**src/timer8_pkg.sv**
```systemverilog
// Purpose: constants for the 8-bit timer with prescaler and compare output
// Assumes: byte-wide register port, one clock
// Notes:   offsets are byte addresses on the register port
package timer8_pkg;
  // ==========================================================
  // register offsets
  localparam logic [7:0] timer_control_addr       = 8'h33;
  localparam logic [7:0] timer_count_value_addr   = 8'h32;
  localparam logic [7:0] timer_compare_value_addr = 8'h31;
  localparam logic [7:0] async_status_addr        = 8'h30;
  localparam logic [7:0] flag_register_addr       = 8'h34;
  localparam logic [7:0] special_function_addr    = 8'h35;
  // ==========================================================
  // control, status, special function and flag field positions
  localparam int force_bit     = 7;
  localparam int mode_hi_bit   = 3;
  localparam int mode_lo_bit   = 6;
  localparam int com_hi_bit    = 5;
  localparam int com_lo_bit    = 4;
  localparam int async_sel_bit = 3;
  localparam int sync_mode_bit = 7;
  localparam int psr_bit       = 1;
  localparam int cmp_flag_bit  = 1;
  localparam int ovf_flag_bit  = 0;
  // index of each asynchronously updated register
  localparam int idx_ctrl = 0;
  localparam int idx_cmp  = 1;
  localparam int idx_cnt  = 2;
  // ==========================================================
  // values
  localparam logic [7:0] reset_byte  = 8'h00;
  localparam logic [7:0] count_max   = 8'hff;
  localparam logic [7:0] count_bot   = 8'h00;
  localparam logic [1:0] land_stage  = 2'h1;
  localparam logic [9:0] pre_zero    = 10'h000;
  localparam logic [9:0] pre_one     = 10'h001;
  localparam logic [9:0] mask_div8   = 10'h007;
  localparam logic [9:0] mask_div32  = 10'h01f;
  localparam logic [9:0] mask_div64  = 10'h03f;
  localparam logic [9:0] mask_div128 = 10'h07f;
  localparam logic [9:0] mask_div256 = 10'h0ff;
  localparam logic [9:0] mask_div1k  = 10'h3ff;
  // ==========================================================
  // waveform modes, compare output actions and clock selects
  typedef enum logic [1:0] {
    mode_normal = 2'b00,
    mode_phase  = 2'b01,
    mode_clear_on_match = 2'b10,
    mode_fast   = 2'b11
  } wave_mode_e;
  typedef enum logic [1:0] {
    com_off    = 2'b00,
    com_toggle = 2'b01,
    com_clear  = 2'b10,
    com_set    = 2'b11
  } com_e;
  localparam logic [2:0] cs_stop = 3'h0;
  localparam logic [2:0] cs_div1 = 3'h1;
  localparam logic [2:0] cs_div8 = 3'h2;
endpackage

```
**src/timer8.sv**
```systemverilog
// Purpose: 8-bit timer/counter, prescaler, four waveform modes, one compare output
// Assumes: crystal_input_pin is a slow pin level, sampled on clk
// Notes:   asynchronous mode ticks on synchronised crystal edges, not on its own clock
`timescale 1ns/100ps
// How it works
// - reset selects system clock as source
// - async select uses crystal, frees crystal pins
// - clock select: stop, undivided, 8..1024
// - prescaler reset bit clears divider chain
// - force only in non-PWM modes
// - force applies compare action to pin
// - force sets no flag, never clears counter
// - force bit always reads zero
// - two mode bits pick four count modes
// - compare update time and overflow point per mode
// - nonzero compare mode overrides the port pin
// - non-PWM: toggle, clear or set on match
// - fast PWM: act on match, inverse at bottom
// - fast PWM: compare at top ignores match
// - phase PWM: up match one way, down other
// - phase PWM: compare at top acts at top
// - counter write blocks next tick's match
// - counter register reads counter directly, writes it directly unless async
// - every tick not blocked by a counter write compares value against counter
// - match flag: set, vector or one clears
// - overflow flag set on overflow, same clears
// - async writes set busy until landed
module timer8 (
  // clock and reset
  input  wire logic       clk,
  input  wire logic       rstn,
  // register port
  input  wire logic [7:0] addr,
  input  wire logic [7:0] wdata,
  input  wire logic       wr,
  input  wire logic       rd,
  output logic      [7:0] rdata,
  // interrupt vector taken, one-cycle pulses
  input  wire logic       compare_vector_ack,
  input  wire logic       overflow_vector_ack,
  // pins and requests
  input  wire logic       crystal_input_pin,
  output logic            crystal_pins_released,
  output logic            compare_output_pin,
  output logic            compare_pin_override,
  output logic            compare_irq,
  output logic            overflow_irq
);
  // ==========================================================
  // crystal edge detect
  logic       xtal_s1;
  logic       xtal_s2;
  logic       xtal_s3;
  logic       xtal_rise;
  logic       async_sel;
  logic       src_tick;
  always_ff @(posedge clk or negedge rstn)
  begin
    if (!rstn)
    begin
      xtal_s1 <= 1'b0;
      xtal_s2 <= 1'b0;
      xtal_s3 <= 1'b0;
    end
    else
    begin
      xtal_s1 <= crystal_input_pin;
      xtal_s2 <= xtal_s1;
      xtal_s3 <= xtal_s2;
    end
  end
  assign xtal_rise = xtal_s2 & ~xtal_s3;
  assign src_tick  = async_sel ? xtal_rise : 1'b1;
  // ==========================================================
  // temporary storage and busy flags
  logic [7:0] temp [3];
  logic [2:0] busy;
  logic [1:0] stage [3];
  logic [2:0] wr_hit;
  logic [2:0] land;
  logic [7:0] land_val [3];
  assign wr_hit[timer8_pkg::idx_ctrl] = wr && addr == timer8_pkg::timer_control_addr;
  assign wr_hit[timer8_pkg::idx_cmp]  = wr && addr == timer8_pkg::timer_compare_value_addr;
  assign wr_hit[timer8_pkg::idx_cnt]  = wr && addr == timer8_pkg::timer_count_value_addr;
  genvar g;
  generate
    for (g = 0; g < 3; g++)
    begin : g_upd
      assign land[g] = async_sel ? (busy[g] && xtal_rise && stage[g] == timer8_pkg::land_stage)
                                 : wr_hit[g];
      assign land_val[g] = async_sel ? temp[g] : wdata;
      always_ff @(posedge clk or negedge rstn)
      begin
        if (!rstn)
        begin
          temp[g]  <= timer8_pkg::reset_byte;
          busy[g]  <= 1'b0;
          stage[g] <= 2'h0;
        end
        else if (wr_hit[g])
        begin
          temp[g]  <= wdata;
          busy[g]  <= async_sel;
          stage[g] <= 2'h0;
        end
        else if (land[g])
          busy[g]  <= 1'b0;
        else if (busy[g] && xtal_rise)
          stage[g] <= stage[g] + 2'h1;
      end
    end
  endgenerate
  // ==========================================================
  // control, status and special function registers
  logic [7:0] control;
  logic       sync_hold;
  logic       psr;
  logic       force_event;
  logic [1:0] mode;
  logic [1:0] com;
  logic [2:0] cs;
  assign mode = {control[timer8_pkg::mode_hi_bit], control[timer8_pkg::mode_lo_bit]};
  assign com  = control[timer8_pkg::com_hi_bit:timer8_pkg::com_lo_bit];
  assign cs   = control[2:0];
  // strobe is taken from the landing value and never stored
  assign force_event = land[timer8_pkg::idx_ctrl] && land_val[timer8_pkg::idx_ctrl][timer8_pkg::force_bit]
                       && !land_val[timer8_pkg::idx_ctrl][timer8_pkg::mode_lo_bit];
  always_ff @(posedge clk or negedge rstn)
  begin
    if (!rstn)
      control <= timer8_pkg::reset_byte;
    else if (land[timer8_pkg::idx_ctrl])
      control <= land_val[timer8_pkg::idx_ctrl] & ~(8'h01 << timer8_pkg::force_bit);
  end
  always_ff @(posedge clk or negedge rstn)
  begin
    if (!rstn)
      async_sel <= 1'b0;
    else if (wr && addr == timer8_pkg::async_status_addr)
      async_sel <= wdata[timer8_pkg::async_sel_bit];
  end
  always_ff @(posedge clk or negedge rstn)
  begin
    if (!rstn)
    begin
      sync_hold <= 1'b0;
      psr       <= 1'b0;
    end
    else if (wr && addr == timer8_pkg::special_function_addr)
    begin
      sync_hold <= wdata[timer8_pkg::sync_mode_bit];
      psr       <= wdata[timer8_pkg::psr_bit];
    end
    else if (!sync_hold && (!async_sel || xtal_rise))
      psr       <= 1'b0;
  end
  // ==========================================================
  // prescaler and tick select
  logic [9:0] pre;
  logic       tick;
  logic [9:0] pre_mask;
  always_ff @(posedge clk or negedge rstn)
  begin
    if (!rstn)
      pre <= timer8_pkg::pre_zero;
    else if (psr)
      pre <= timer8_pkg::pre_zero;
    else if (src_tick)
      pre <= pre + timer8_pkg::pre_one;
  end
  always_comb
  begin
    case (cs)
      3'h2:    pre_mask = timer8_pkg::mask_div8;
      3'h3:    pre_mask = timer8_pkg::mask_div32;
      3'h4:    pre_mask = timer8_pkg::mask_div64;
      3'h5:    pre_mask = timer8_pkg::mask_div128;
      3'h6:    pre_mask = timer8_pkg::mask_div256;
      3'h7:    pre_mask = timer8_pkg::mask_div1k;
      default: pre_mask = timer8_pkg::pre_zero;
    endcase
  end
  assign tick = src_tick && !psr && cs != timer8_pkg::cs_stop
                && (pre & pre_mask) == pre_mask;
  // ==========================================================
  // counter, compare and match
  logic [7:0] count;
  logic [7:0] cmp_buf;
  logic [7:0] cmp_act;
  logic       down;
  logic       block_match;
  logic       match_event;
  logic       at_max;
  logic       at_bot;
  logic       ovf_event;
  logic       top_edge;
  assign at_max      = count == timer8_pkg::count_max;
  assign at_bot      = count == timer8_pkg::count_bot;
  assign match_event = tick && !block_match && count == cmp_act;
  assign top_edge    = tick && at_max;
  assign ovf_event   = (mode == timer8_pkg::mode_phase) ? (tick && down && at_bot)
                                                        : top_edge;
  always_ff @(posedge clk or negedge rstn)
  begin
    if (!rstn)
      block_match <= 1'b0;
    else if (land[timer8_pkg::idx_cnt])
      block_match <= 1'b1;
    else if (tick)
      block_match <= 1'b0;
  end
  always_ff @(posedge clk or negedge rstn)
  begin
    if (!rstn)
    begin
      count <= timer8_pkg::count_bot;
      down  <= 1'b0;
    end
    else if (land[timer8_pkg::idx_cnt])
      count <= land_val[timer8_pkg::idx_cnt];
    else if (tick)
    begin
      case (mode)
        timer8_pkg::mode_phase:
        begin
          if (!down && at_max)
          begin
            down  <= 1'b1;
            count <= count - 8'h01;
          end
          else if (down && at_bot)
          begin
            down  <= 1'b0;
            count <= count + 8'h01;
          end
          else
            count <= down ? count - 8'h01 : count + 8'h01;
        end
        timer8_pkg::mode_clear_on_match:
          count <= (count == cmp_act) ? timer8_pkg::count_bot : count + 8'h01;
        default:
          count <= count + 8'h01;
      endcase
    end
  end
  always_ff @(posedge clk or negedge rstn)
  begin
    if (!rstn)
      cmp_buf <= timer8_pkg::reset_byte;
    else if (land[timer8_pkg::idx_cmp])
      cmp_buf <= land_val[timer8_pkg::idx_cmp];
  end
  // double buffer only in the PWM modes, so a period is never cut short
  always_ff @(posedge clk or negedge rstn)
  begin
    if (!rstn)
      cmp_act <= timer8_pkg::reset_byte;
    else if (mode == timer8_pkg::mode_normal || mode == timer8_pkg::mode_clear_on_match
             || top_edge)
      cmp_act <= cmp_buf;
  end
  // ==========================================================
  // waveform generator
  logic wave;
  logic top_special;
  assign top_special = cmp_act == timer8_pkg::count_max && com[1];
  always_ff @(posedge clk or negedge rstn)
  begin
    if (!rstn)
      wave <= 1'b0;
    else
    begin
      case (mode)
        timer8_pkg::mode_fast:
        begin
          if (top_edge && com[1])
            wave <= (com == timer8_pkg::com_clear);
          else if (match_event && com[1])
            wave <= (com == timer8_pkg::com_set);
        end
        timer8_pkg::mode_phase:
        begin
          if (top_special && top_edge)
            wave <= (com == timer8_pkg::com_clear);
          else if (match_event && com[1] && !top_special)
            wave <= down ? (com == timer8_pkg::com_clear) : (com == timer8_pkg::com_set);
        end
        default:
        begin
          if (match_event || force_event)
          begin
            case (force_event ? land_val[timer8_pkg::idx_ctrl][timer8_pkg::com_hi_bit:
                                timer8_pkg::com_lo_bit] : com)
              timer8_pkg::com_toggle: wave <= ~wave;
              timer8_pkg::com_clear:  wave <= 1'b0;
              timer8_pkg::com_set:    wave <= 1'b1;
              default:                wave <= wave;
            endcase
          end
        end
      endcase
    end
  end
  // ==========================================================
  // flags and pin outputs
  logic cmp_flag;
  logic ovf_flag;
  logic flag_wr;
  assign flag_wr = wr && addr == timer8_pkg::flag_register_addr;
  always_ff @(posedge clk or negedge rstn)
  begin
    if (!rstn)
    begin
      cmp_flag <= 1'b0;
      ovf_flag <= 1'b0;
    end
    else
    begin
      // a new event wins over a clear in the same cycle
      if (match_event)
        cmp_flag <= 1'b1;
      else if (compare_vector_ack || (flag_wr && wdata[timer8_pkg::cmp_flag_bit]))
        cmp_flag <= 1'b0;
      if (ovf_event)
        ovf_flag <= 1'b1;
      else if (overflow_vector_ack || (flag_wr && wdata[timer8_pkg::ovf_flag_bit]))
        ovf_flag <= 1'b0;
    end
  end
  always_ff @(posedge clk or negedge rstn)
  begin
    if (!rstn)
    begin
      compare_output_pin    <= 1'b0;
      compare_pin_override  <= 1'b0;
      crystal_pins_released <= 1'b0;
      compare_irq           <= 1'b0;
      overflow_irq          <= 1'b0;
    end
    else
    begin
      compare_output_pin    <= wave;
      compare_pin_override  <= com != timer8_pkg::com_off;
      crystal_pins_released <= async_sel;
      compare_irq           <= cmp_flag;
      overflow_irq          <= ovf_flag;
    end
  end
  // ==========================================================
  // read port
  always_ff @(posedge clk or negedge rstn)
  begin
    if (!rstn)
      rdata <= timer8_pkg::reset_byte;
    else if (rd)
    begin
      case (addr)
        timer8_pkg::timer_control_addr:
          rdata <= temp[timer8_pkg::idx_ctrl] & ~(8'h01 << timer8_pkg::force_bit);
        timer8_pkg::timer_count_value_addr:   rdata <= count;
        timer8_pkg::timer_compare_value_addr: rdata <= temp[timer8_pkg::idx_cmp];
        timer8_pkg::async_status_addr: rdata <= {4'h0, async_sel, busy[timer8_pkg::idx_cnt],
                    busy[timer8_pkg::idx_cmp], busy[timer8_pkg::idx_ctrl]};
        timer8_pkg::flag_register_addr:       rdata <= {6'h00, cmp_flag, ovf_flag};
        timer8_pkg::special_function_addr:    rdata <= {sync_hold, 5'h00, psr, 1'b0};
        default:                              rdata <= timer8_pkg::reset_byte;
      endcase
    end
  end
endmodule

```
**config.mk**
```make
export PLATFORM = sky130hd
export DESIGN_NAME = timer8
export DESIGN_NICKNAME = d
export VERILOG_FILES = /design/src/timer8_pkg.sv /design/src/timer8.sv
export SDC_FILE = /design/constraint.sdc
export NUM_CORES = 1
export LEC_CHECK = 0
export BUFFER_PORTS_ARGS = -buffer_cell sky130_fd_sc_hd__buf_4
export CORE_UTILIZATION = 55
export DETAILED_ROUTE_END_ITERATION = 10
export GPL_TIMING_DRIVEN = 0
export PLACE_DENSITY = 0.82
export RECOVER_POWER = 50
export SLEW_MARGIN = 20
export SYNTH_ARGS = -nofsm -noshare
export SYNTH_HDL_FRONTEND = slang
export SYNTH_SLANG_ARGS = --single-unit
export TNS_END_PERCENT = 10
```
**constraint.sdc**
```tcl
create_clock -name clk -period 3.52 [get_ports clk]
set_input_delay 0.704 -clock clk [delete_from_list [all_inputs] [get_ports clk]]
set_output_delay 0.704 -clock clk [all_outputs]
set_load 0.02 [all_outputs]
```
Word-level counts from Yosys, hierarchy flattened
Index checks and enable logic that the tools add are counted.
Word-level totals
  output and inout bits: 13
  input port bits: 23
  word-level logic and storage cells: 195
  register bits after elaboration: 98
Operators by class
  multiplexer cells: 53
  bitwise gates (word level): 5
  add/subtract/negate cells: 6
  equal/unequal tests: 32
  reductions and logical operators: 68
Operators by type and width (count)
  $mux W8: 9
  $pmux W10 S6: 1
  $eq A8 B6 Y1 const B: 6
  $pmux W8 S6: 1
  $logic_and A1 B1 Y1: 32
  $mux W1: 27
  $reduce_bool A2 Y1: 13
  $mux W10: 2
  $mux W2: 10
  $eq A8 B8 Y1 const B: 2
  $pmux W8 S2: 1
  $eq A2 B2 Y1 const B: 6
  $eq A3 B3 Y1 const B: 4
  $add A10 B1 Y10 const B: 1
  $and A10 B10 Y10: 1
  $eq A10 B10 Y1: 1
  $eq A2 B1 Y1 const B: 5
  $add A8 B1 Y8 const B: 1
  $eq A8 B8 Y1: 1
  $logic_not A8 Y1: 1
  $reduce_and A4 Y1: 2
  $sub A8 B1 Y8 const B: 1
  $logic_not A1 Y1: 7
  $add A2 B1 Y2 const B: 3
  other kinds (13): 26

Longest topological paths before layout
Gate-level depths: netlist of run 1.
  depth after elaboration: 13
  depth in mapped cells: 13
  mapped depth without buffers: 13

Worst setup path after synthesis of run 1
No wires, ideal clock.
  path kind: input to register
  start point: in addr[6]
  end point: reg wave
  path buffers: 0
  data required time: 3.395 ns
  arrival time: 3.101 ns
  setup time: 0.125 ns
  cell stages on the path: 11
  slack: 0.294 ns
  cell sequence: and4bb_2 -> nor4bb_1 -> a31o_2 -> o21a_1 -> mux2_2 -> ha_1 -> nor3_1 -> nor2_1 -> a31oi_1 -> a21o_1 -> mux2_2
On the way
  longest elaborated chain between the ends: 10
  elaborated cells on any way between the ends: 16
  those cells by class: 4 x eq/ne; 5 x mux; 7 x reduce/logical
Ends and longest elaborated chain
  start, declared: line timer8.sv:33  | input wire logic [7:0] addr,
  $eq A8 B6 Y1 *: line timer8.sv:82  | assign wr_hit[timer8_pkg::idx_ctrl] = wr && addr == timer8_pkg::timer_control_addr;
  $logic_and A1 B1 Y1 *: line timer8.sv:82
  $mux W1 *: line timer8.sv:89  | assign land[g] = async_sel ? (busy[g] && xtal_rise && stage[g] == timer8_pkg::land_stage)
  $logic_and A1 B1 Y1 *: line timer8.sv:126  | assign force_event = land[timer8_pkg::idx_ctrl] && land_val[timer8_pkg::idx_ctrl][timer8_pkg::force_bit]
  $logic_and A1 B1 Y1 *: line timer8.sv:127  | && !land_val[timer8_pkg::idx_ctrl][timer8_pkg::mode_lo_bit];
  $mux W2: line timer8.sv:292  | case (force_event ? land_val[timer8_pkg::idx_ctrl][timer8_pkg::com_hi_bit:
  $eq A2 B2 Y1 or $eq A2 B1 Y1 (tied branches): line timer8.sv:292
  $pmux W1 S3: line timer8.sv:292
  $mux W1: line timer8.sv:290  | if (match_event || force_event)
  $pmux W1 S2: line timer8.sv:273  | case (mode)
  end signal, assigned: line timer8.sv:277  | wave <= (com == timer8_pkg::com_clear);
  end signal, assigned: line timer8.sv:294  | timer8_pkg::com_toggle: wave <= ~wave;
  end signal, assigned: line timer8.sv:297  | default: wave <= wave;
  end, declared: line timer8.sv:264  | logic wave;
Mark *: on every way between the ends. The rest lies on a longest branch, timed or not. The select of a mux whose other input is x is not followed.
A chain may end at the register's enable or synchronous reset.

Worst setup path in the final report of run 1
Same ends and word-level chain as after synthesis.

==> results.yml, run 1 <==
global_routing:
  grt_pass1_vias: 4193
  grt_pass1_wl_um: 21200
  grt_max_degree: 99
  gr-usage-all-layers_pct: 27.8
  grt-ovfl-total: 0
  antenna_found_initial: 0
yosys:
  yosys.area.top_type_share_pct: 46.9
  synthArstFlopShare_pct: 100
  yosysTopAreaCell: "dfrtp_1"
  synth_warnings: 0
  synth_cells: 524
  synth_ff_type: "dfrtp_1"
  syn-num-nets: 558
  netlist_area_um2: 5230
  netlist_top_cells_area: "dfrtp_1, mux2_2, a21oi_1"
  ys_ff_latch: 98
  ys_seq_area_share_pct: 46.9
  synth_most_common_cell: "dfrtp_1"
  synth_commonest_cells: "dfrtp_1, a21oi_1, nor2_1, mux2_2, nand2_1"
  synth_edf_count: 0
  postSynthAreaPerCell_um2: 9.99
  yosysUniqueCellTypes: 62
place:
  placedCellCount: 686
  hpwl_um: 9260
  place_congestion: 0.906
  io_buffer_count: 33
  placed_cell_area_um2: 5650
clocking:
  clkTransAtPathRegs_ps: 90
  insertion_delay_ps: 370
  cts_buffers: 9
  cts_num_sinks: 98
  ctsHoldBuffers: 0
  h-tree-depth: 3
  cts_buffer_depth: 2
  post-cts-setup-buffers: 0
  cts_root_buffer: "clkbuf_8"
  cts_resized: 0
  cts_tree: "built"
detailed_routing:
  post_drt_wl_per_cell_um: 18.7
  vias: 4387
  first_iter_violations: 400
  first_pass_iters: 6
  antenna_left: 0
  drc: 0
  routed_wl_um: 13100
  vias_per_cell: 6.26
setup_path:
  cp_cell_sequence: "buf_4, and4bb_2, nor4bb_1, a31o_2, o21a_1, mux2_2, ha_1, nor3_1, nor2_1, a31oi_1, a21o_1, mux2_2"
  cp_slowest_cell: "nor4bb_1"
  crit_type: "in -> reg"
  required_ps: 3780
  cp_max_fo: 6
  setup.worst_path.start: "addr[6]"
  cp.arrival_ps: 3590
  r2r_start: "async_sel"
  cp_common_cell: "mux2_2"
  critPathLaunchType: "input port"
  crit_path_max_incr_delay_ps: 390
  cp-end-kind: "register"
sta:
  hold_violations: 0
  fin_crit_sh_pct: 94.5
  max_slew.worst_pin.slew_ps: 2400
  maxSlewHeadroom_pct: -59.7
  period_needed_ps: 3320
  clock-skew-final_ps: 5.58
  rsz0062_at_grt: "no"
  setup_viol: 0
  clock.fmax_mhz: 301
  drv_slew: 99
cells_and_area:
  fill_cells: 734
  antenna_cells: 0
  drive_above_1_share_pct: 19.8
  fin_area_um2: 5860
  area_delta_synth_final_pct: 11.9
  final_core_util_pct: 63.4
  finalNetCount: 602
  instances_no_fill: 701
floorplanning:
  fp.dieW_um: 99.5
  io_pins: 36
  die_h_um: 99.5
  core-area_um2: 9240
  initial_core_util_pct: 56.6
  core.rowCount: 35
  die-area_um2: 9910
job:
  drv_cap: 1
power_and_ir_drop:
  vdd_drop_max_v: 0.000307
  p_clk_share_pct: 26.4
  p_sw_w: 0.000970
  power_frac_seq_pct: 47.8
  combPwrFrac_pct: 25.8
  leakage_nw: 2.54
  powerDensity_nw_per_um2: 507
  p_total_w: 0.00297
  sw_frac_of_total_pct: 32.7
  p_int_w: 0.00200
hold_path:
  worstHoldStart: "xtal_s1"
  holdCritPathClass: "reg -> reg"
run_status:
  violations: "capacitance limit, slew limit"
  outcome: "finished, violations left"
worst max-delay path, delay by kind of cell:
kind	cells	cell delay (ps)
compound gates	4	860
mux	2	680
simple gates	4	950
fa+ha+maj	1	290
buf+inv	1	100
metal layers:
| metal | global-route usage (%) | vias to the layer above | share of wire, % |
|---|---|---|---|
| li1 | - | 1971 | - |
| met1 | 36.7 | 2157 | 43 |
| met4 | 12.3 | 0 | 3.0 |
| met2 | 45.1 | 225 | 47 |
| met5 | 0 | - | 0 |
| met3 | 5.06 | 34 | 6.9 |
power groups by stage:
stage / clock, W / sequential [W] / combinational, W
6_report: 0.000784 / 0.00142 / 0.000766
5_1_grt: 0.000828 / 0.00144 / 0.000844
4_1_cts: 0.000789 / 0.00141 / 0.000761
3_5_place_dp: 0 / 0.00143 / 0.000758
3_3_place_gp: 0 / 0.00143 / 0.000724
2_1_floorplan: 0 / 0.00141 / 0.000555
cell families (layout without fill, tap and decap cells):
group	count (synthesis)	in the layout	share of synthesized area, %
buffers and inverters	56	104	5.33
adder cells (fa/ha/maj)	11	11	2.63
XOR/XNOR	25	25	4.18
AND/OR/NAND/NOR	155	155	14.7
AO/OA/AOI/OAI	136	136	17.1
flip-flops	98	98	46.9
multiplexers	43	43	9.11
placed cells by master (no fill, tap or decap), drive strengths merged, types with 11 or more instances in the layout:
cell / count
a21oi: 50
buf: 39
clkbuf: 33
dfrtp: 98
ha: 11
inv: 30
mux2: 37
nand2: 37
nand3: 16
nor2: 49
o21ai: 21
xor2: 15
final cells by class:
type / instances / area, µm² / share of cell area (%)
Multi-Input combinational cell: 370 / 2510 / 42.8
Sequential cell: 98 / 2450 / 41.9
Timing Repair Buffer: 33 / 245 / 4.19
Buffer: 27 / 171 / 2.93
Clock buffer: 12 / 165 / 2.82
Tap cell: 129 / 161 / 2.76
Inverter: 29 / 109 / 1.86
Clock inverter: 3 / 46.3 / 0.790
flip-flops by register name, summed over array words and instances, names as in the netlist, 3 cells and up:
signal   cells
busy         3
cmp_act      8
cmp_buf      8
control      7
count        8
pre         10
rdata        8
stage        6
temp        24
per-stage QoR:
step	hold WS [ps]	setup TNS, ps	worst slack (ps)
floorplan	331	0	294
global placement	335	-54.0	-54.0
detailed placement	347	-119	-119
CTS	363	0	184
global route	366	0	52.0
finish	363	0	195
final timing paths:
kind,to,slack (ps),cells past startpoint
hold / removal,xtal_s2,360,0
hold reg to reg,xtal_s2,360,0
setup reg to reg,wave,290,12
min in group asynchronous,compare_pin_override,1030,1
setup / recovery,wave,200,12
max in group asynchronous,temp[7],1070,1
Power figures use the tool's default switching activity.
==> inputs of run 2 (changes only) <==
--- a/config.mk
+++ b/config.mk
@@ -5,7 +5,7 @@
 export SDC_FILE = /design/constraint.sdc
 export NUM_CORES = 1
 export LEC_CHECK = 0
-export BUFFER_PORTS_ARGS = -buffer_cell sky130_fd_sc_hd__buf_4
+export BUFFER_PORTS_ARGS = -buffer_cell sky130_fd_sc_hd__buf_2
 export CORE_UTILIZATION = 55
 export DETAILED_ROUTE_END_ITERATION = 10
 export GPL_TIMING_DRIVEN = 0
==> run 2 against run 1 <==
  * The run still ends with capacitance limit, slew limit left
  * Die area did not move
  * Critical path depth did not move
  * Sequential power barely moved
  * Total power rose by 1.6%
  * Maximum frequency rose by 0.54%
  * Core utilization fell by 0.38 points
==> results.yml, run 2 (synthesis gave the netlist of run 1 again) <==
sta:
  hold_slack_ps: 372
  max_slew.worst_pin.slew_ps: 2750
  layout_setup_ws_ps: 213
  drv_slew: 50
  clock.fmax_mhz: 302
  maxSlewHeadroom_pct: -83.6
  setup_viol: 0
  period_needed_ps: 3310
  rsz0062_at_grt: "no"
  clock-skew-final_ps: 16.1
  hold_violations: 0
  fin_crit_sh_pct: 93.9
setup_path:
  critPathLaunchType: "input port"
  r2r_slack_ps: 300
  cp.arrival_ps: 3570
  crit_type: "in -> reg"
  r2r_start: "async_sel"
  required_ps: 3790
  r2r_end: "wave"
  cp-end-kind: "register"
  r2r_cells: 12
  cp_max_fo: 6
cells_and_area:
  reg.largest.list: "temp x24, pre x10"
  top_register: "temp"
  layout.cells.most_common: "dfrtp_1"
  finalNetCount: 603
  antenna_cells: 0
  layout_common_cells: "dfrtp_1, a21oi_1, nor2_1"
  drive_above_1_share_pct: 19.9
  area_delta_synth_final_pct: 11.3
  largest_reg_flops: 24
  fill_cells: 756
  final_core_util_pct: 63.0
hold_path:
  worstHoldPathCells: 0
  holdCritPathClass: "reg -> reg"
  worstHoldStart: "xtal_s1"
  min_to: "xtal_s2"
detailed_routing:
  first_iter_violations: 420
  wl_met1_um: 5770
  vias: 4345
  routed_wl_um: 13300
  top_layer: "met4"
  wl_met3_um: 725
  first_pass_iters: 5
  post_drt_wl_per_cell_um: 18.9
  met2WireLength_um: 6420
  vias_per_cell: 6.18
  antenna_left: 0
  drc: 0
run_status:
  outcome: "finished, violations left"
  violations: "capacitance limit, slew limit"
job:
  drv_cap: 1
clocking:
  cts_buffer_depth: 2
  insertion_delay_ps: 370
  ctsHoldBuffers: 0
  cts_buffers: 9
  clkTransAtPathRegs_ps: 110
  cts_root_buffer: "clkbuf_8"
  cts_num_sinks: 98
  cts_tree: "built"
  h-tree-depth: 3
place:
  hpwl_um: 9550
  place_congestion: 0.865
  post-place-ws_ps: -104
  io_buffer_count: 33
power_and_ir_drop:
  vdd_drop_max_v: 0.000283
  leakage_nw: 2.55
  powerDensity_nw_per_um2: 518
floorplanning:
  die_h_um: 99.5
  die-area_um2: 9910
  io_pins: 36
  core-area_um2: 9240
  fp.dieW_um: 99.5
  core.rowCount: 35
  initial_core_util_pct: 56.6
global_routing:
  grt_max_degree: 51
  antenna_found_initial: 0
  grt-ovfl-total: 0
  gr-usage-all-layers_pct: 28.1
  grt_pass1_wl_um: 21200
  grt_pass1_vias: 4143
[run 2: cell types whose count changed in the layout (fill, tap and decap cells not counted), sizes merged]
cell	before	now
clkbuf	33	29
clkinvlp	1	0
clkinv	0	2
bufinv	1	2
buf	39	41
inv	30	32
[run 2: routing by layer]
| metal | GRT usage, % | up-vias |
|---|---|---|
| met4 | 11.5 | 0 |
| li1 | - | 1974 |
| met5 | 0 | - |
| met1 | 38.7 | 2152 |
| met2 | 45.7 | 188 |
| met3 | 3.23 | 31 |
[run 2: final cells by class]
type,instances,area [µm²],share of cell area (%)
flip-flops and latches,98,2450,42.1
inverters,29,109,1.87
clock buffers,9,124,2.13
plain buffers,27,171,2.94
well taps,129,161,2.77
clock inverters,7,106,1.83
repair buffers,34,191,3.29
multi-input cells,370,2510,43.0
[run 2: critical path, cell delays in order]
cell	delay [ps]
buf_2	100
and4bb_2	330
nor4bb_1	400
a31o_2	300
o21a_1	230
mux2_2	370
ha_1	300
nor3_1	140
nor2_1	70
a31oi_1	170
a21o_1	130
mux2_2	330
[run 2: worst max-delay path by stage]
stage               startpoint  endpoint  cells after the start
floorplan              addr[6]      wave                     11
global placement       addr[6]      wave                     12
detailed placement     addr[6]      wave                     12
CTS                  async_sel      wave                     12
global route           addr[6]      wave                     12
finish                 addr[6]      wave                     12
[run 2: metrics by stage]
step | total power, W | cell area (µm²) | setup TNS (ps) | cells
finish | 0.00302 | 5820 | 0 | 703
global placement | 0.00214 | 5560 | -60.5 | 686
detailed placement | 0.00218 | 5600 | -104 | 687
global route | 0.00317 | 5820 | 0 | 703
CTS | 0.00301 | 5830 | 0 | 703
floorplan | 0.00196 | 5230 | 0 | 524
[run 2: report_power, final]
part	internal, W	switching [W]
combinational	0.000325	0.000435
clock	0.000413	0.000425
sequential	0.00128	0.000140
[run 2: what timing repair did]
item,in CTS,in global routing
buffers inserted,0,0
endpoints found under the setup margin,0,1
resized for setup,0,1
==> inputs of run 3 (changes only) <==
--- a/config.mk
+++ b/config.mk
@@ -6,10 +6,10 @@
 export NUM_CORES = 1
 export LEC_CHECK = 0
 export BUFFER_PORTS_ARGS = -buffer_cell sky130_fd_sc_hd__buf_2
-export CORE_UTILIZATION = 55
+export CORE_UTILIZATION = 52
 export DETAILED_ROUTE_END_ITERATION = 10
 export GPL_TIMING_DRIVEN = 0
-export PLACE_DENSITY = 0.82
+export PLACE_DENSITY = 0.78
 export RECOVER_POWER = 50
 export SLEW_MARGIN = 20
 export SYNTH_ARGS = -nofsm -noshare
==> run 3 against run 2 <==
  * The flow still finishes with violations (capacitance limit, slew limit)
  * Sequential share of layout area hardly changed
  * Final cell count is 0.57% higher
  * Hold slack worse by 11 ps
  * Combinational power hardly changed
  * Non-clock buffer count stayed put
  * Setup slack better by 46 ps
  * Total power is 0.14% lower
  * Largest cell class unchanged
  * Highest routed layer unchanged
==> results.yml, run 3 (synthesis gave the netlist of run 1 again) <==
global_routing:
  grt-ovfl-total: 0
  grt_pass1_wl_um: 21900
  grt_pass1_vias: 4222
  gr-usage-all-layers_pct: 28.1
  antenna_found_initial: 0
  grt_max_degree: 53
cells_and_area:
  fin_area_um2: 5820
  fill_cells: 843
  instances_no_fill: 707
  reg.largest.list: "temp x24, pre x10"
  final_core_util_pct: 59.6
  drive_above_1_share_pct: 19.7
  finalNetCount: 603
  layout_common_cells: "dfrtp_1, a21oi_1, nor2_1"
  antenna_cells: 0
  area_delta_synth_final_pct: 11.3
  largest_reg_flops: 24
  layout.cells.most_common: "dfrtp_1"
  top_register: "temp"
clocking:
  cts_root_buffer: "clkbuf_8"
  h-tree-depth: 3
  cts_num_sinks: 98
  insertion_delay_ps: 380
  cts_tree: "built"
  cts_buffers: 9
  clkTransAtPathRegs_ps: 100
  cts_buffer_depth: 2
setup_path:
  critPathLaunchType: "input port"
  cp_common_cell: "mux2_2"
  path_delay_family: "simple AND/OR/NAND/NOR gates"
  worst-path-buf-inv: 1
  r2r_end: "wave"
  r2r_start: "async_sel"
  r2r_slack_ps: 320
  crit_path_max_incr_delay_ps: 370
  cp_slowest_cell: "nor4bb_1"
  cp.arrival_ps: 3530
  required_ps: 3790
  crit_type: "in -> reg"
  cp-end-kind: "register"
  r2r_cells: 12
  cp_cell_sequence: "buf_2, and4bb_2, nor4bb_1, a31o_2, o21a_1, mux2_2, ha_1, nor3_1, nor2_1, a31oi_1, a21o_1, mux2_2"
  cp_max_fo: 6
place:
  place_congestion: 0.882
  placedCellCount: 691
  io_buffer_count: 33
  hpwl_um: 9650
  placed_cell_area_um2: 5600
hold_path:
  worstHoldStart: "xtal_s1"
  worstHoldPathCells: 0
  holdCritPathClass: "reg -> reg"
  min_to: "xtal_s2"
sta:
  clock.fmax_mhz: 307
  setup_viol: 0
  tns_ps: 0
  hold_violations: 0
  maxSlewHeadroom_pct: -73.2
  max_slew.worst_pin.slew_ps: 2600
  fin_crit_sh_pct: 92.6
  drv_slew: 47
  clock-skew-final_ps: 6.36
  rsz0062_at_grt: "no"
  period_needed_ps: 3260
power_and_ir_drop:
  p_total_w: 0.00301
  powerDensity_nw_per_um2: 517
  vdd_drop_max_v: 0.000384
  leakage_nw: 2.55
detailed_routing:
  routed_wl_um: 13400
  vias_per_cell: 6.16
  post_drt_wl_per_cell_um: 18.9
  first_pass_iters: 5
  drc: 0
  first_iter_violations: 338
  antenna_left: 0
  vias: 4355
floorplanning:
  die-area_um2: 10500
  core-area_um2: 9770
  fp.dieW_um: 102
  die_h_um: 102
  initial_core_util_pct: 53.5
  io_pins: 36
  core.rowCount: 36
run_status:
  outcome: "finished, violations left"
  violations: "capacitance limit, slew limit"
job:
  drv_cap: 1
run 3: cell types whose count changed in the layout (fill, tap and decap cells not counted):
cell / change
inv_8: -1
clkbuf_1: +1
inv_6: -1
clkbuf_8: +1
run 3: cell type report:
| type | instances | area (µm²) | area share [%] |
|---|---|---|---|
| clock inverters | 5 | 86.3 | 1.48 |
| repair buffers | 34 | 191 | 3.29 |
| clock buffers | 11 | 141 | 2.43 |
| multi-input cells | 370 | 2510 | 43.0 |
| well taps | 133 | 166 | 2.86 |
| flip-flops and latches | 98 | 2450 | 42.1 |
| plain buffers | 27 | 171 | 2.94 |
| inverters | 29 | 109 | 1.87 |
run 3: worst max path at each step:
stage,start,to,cells past startpoint
3_3_place_gp,addr[6],wave,12
5_1_grt,addr[6],wave,12
6_report,addr[6],wave,12
4_1_cts,async_sel,wave,12
3_5_place_dp,addr[6],wave,12
2_1_floorplan,addr[6],wave,11
run 3: where the power goes:
group / internal, W / switching (W) / total (W) / leakage, nW
Combinational: 0.000326 / 0.000434 / 0.000760 / 1.17
Clock: 0.000425 / 0.000412 / 0.000837 / 0.114
Sequential: 0.00128 / 0.000136 / 0.00141 / 1.26
run 3: metal layers:
layer | track usage [%] | wire length (µm)
met4 | 12.4 | 365
met5 | 0 | 0
met2 | 44.4 | 6290
met1 | 38.4 | 5890
met3 | 4.31 | 828
run 3: through the flow:
stage | setup slack (ps) | hold slack (ps)
6_report | 259 | 361
5_1_grt | 36.6 | 367
4_1_cts | 217 | 261
3_5_place_dp | -73.6 | 341
3_3_place_gp | -45.2 | 334
2_1_floorplan | 294 | 331
run 3: what timing repair did:
item                       CTS  global route
hold buffers                 0             0
resized for setup            0             1
buffers inserted             0             0
setup endpoints to repair    0             1
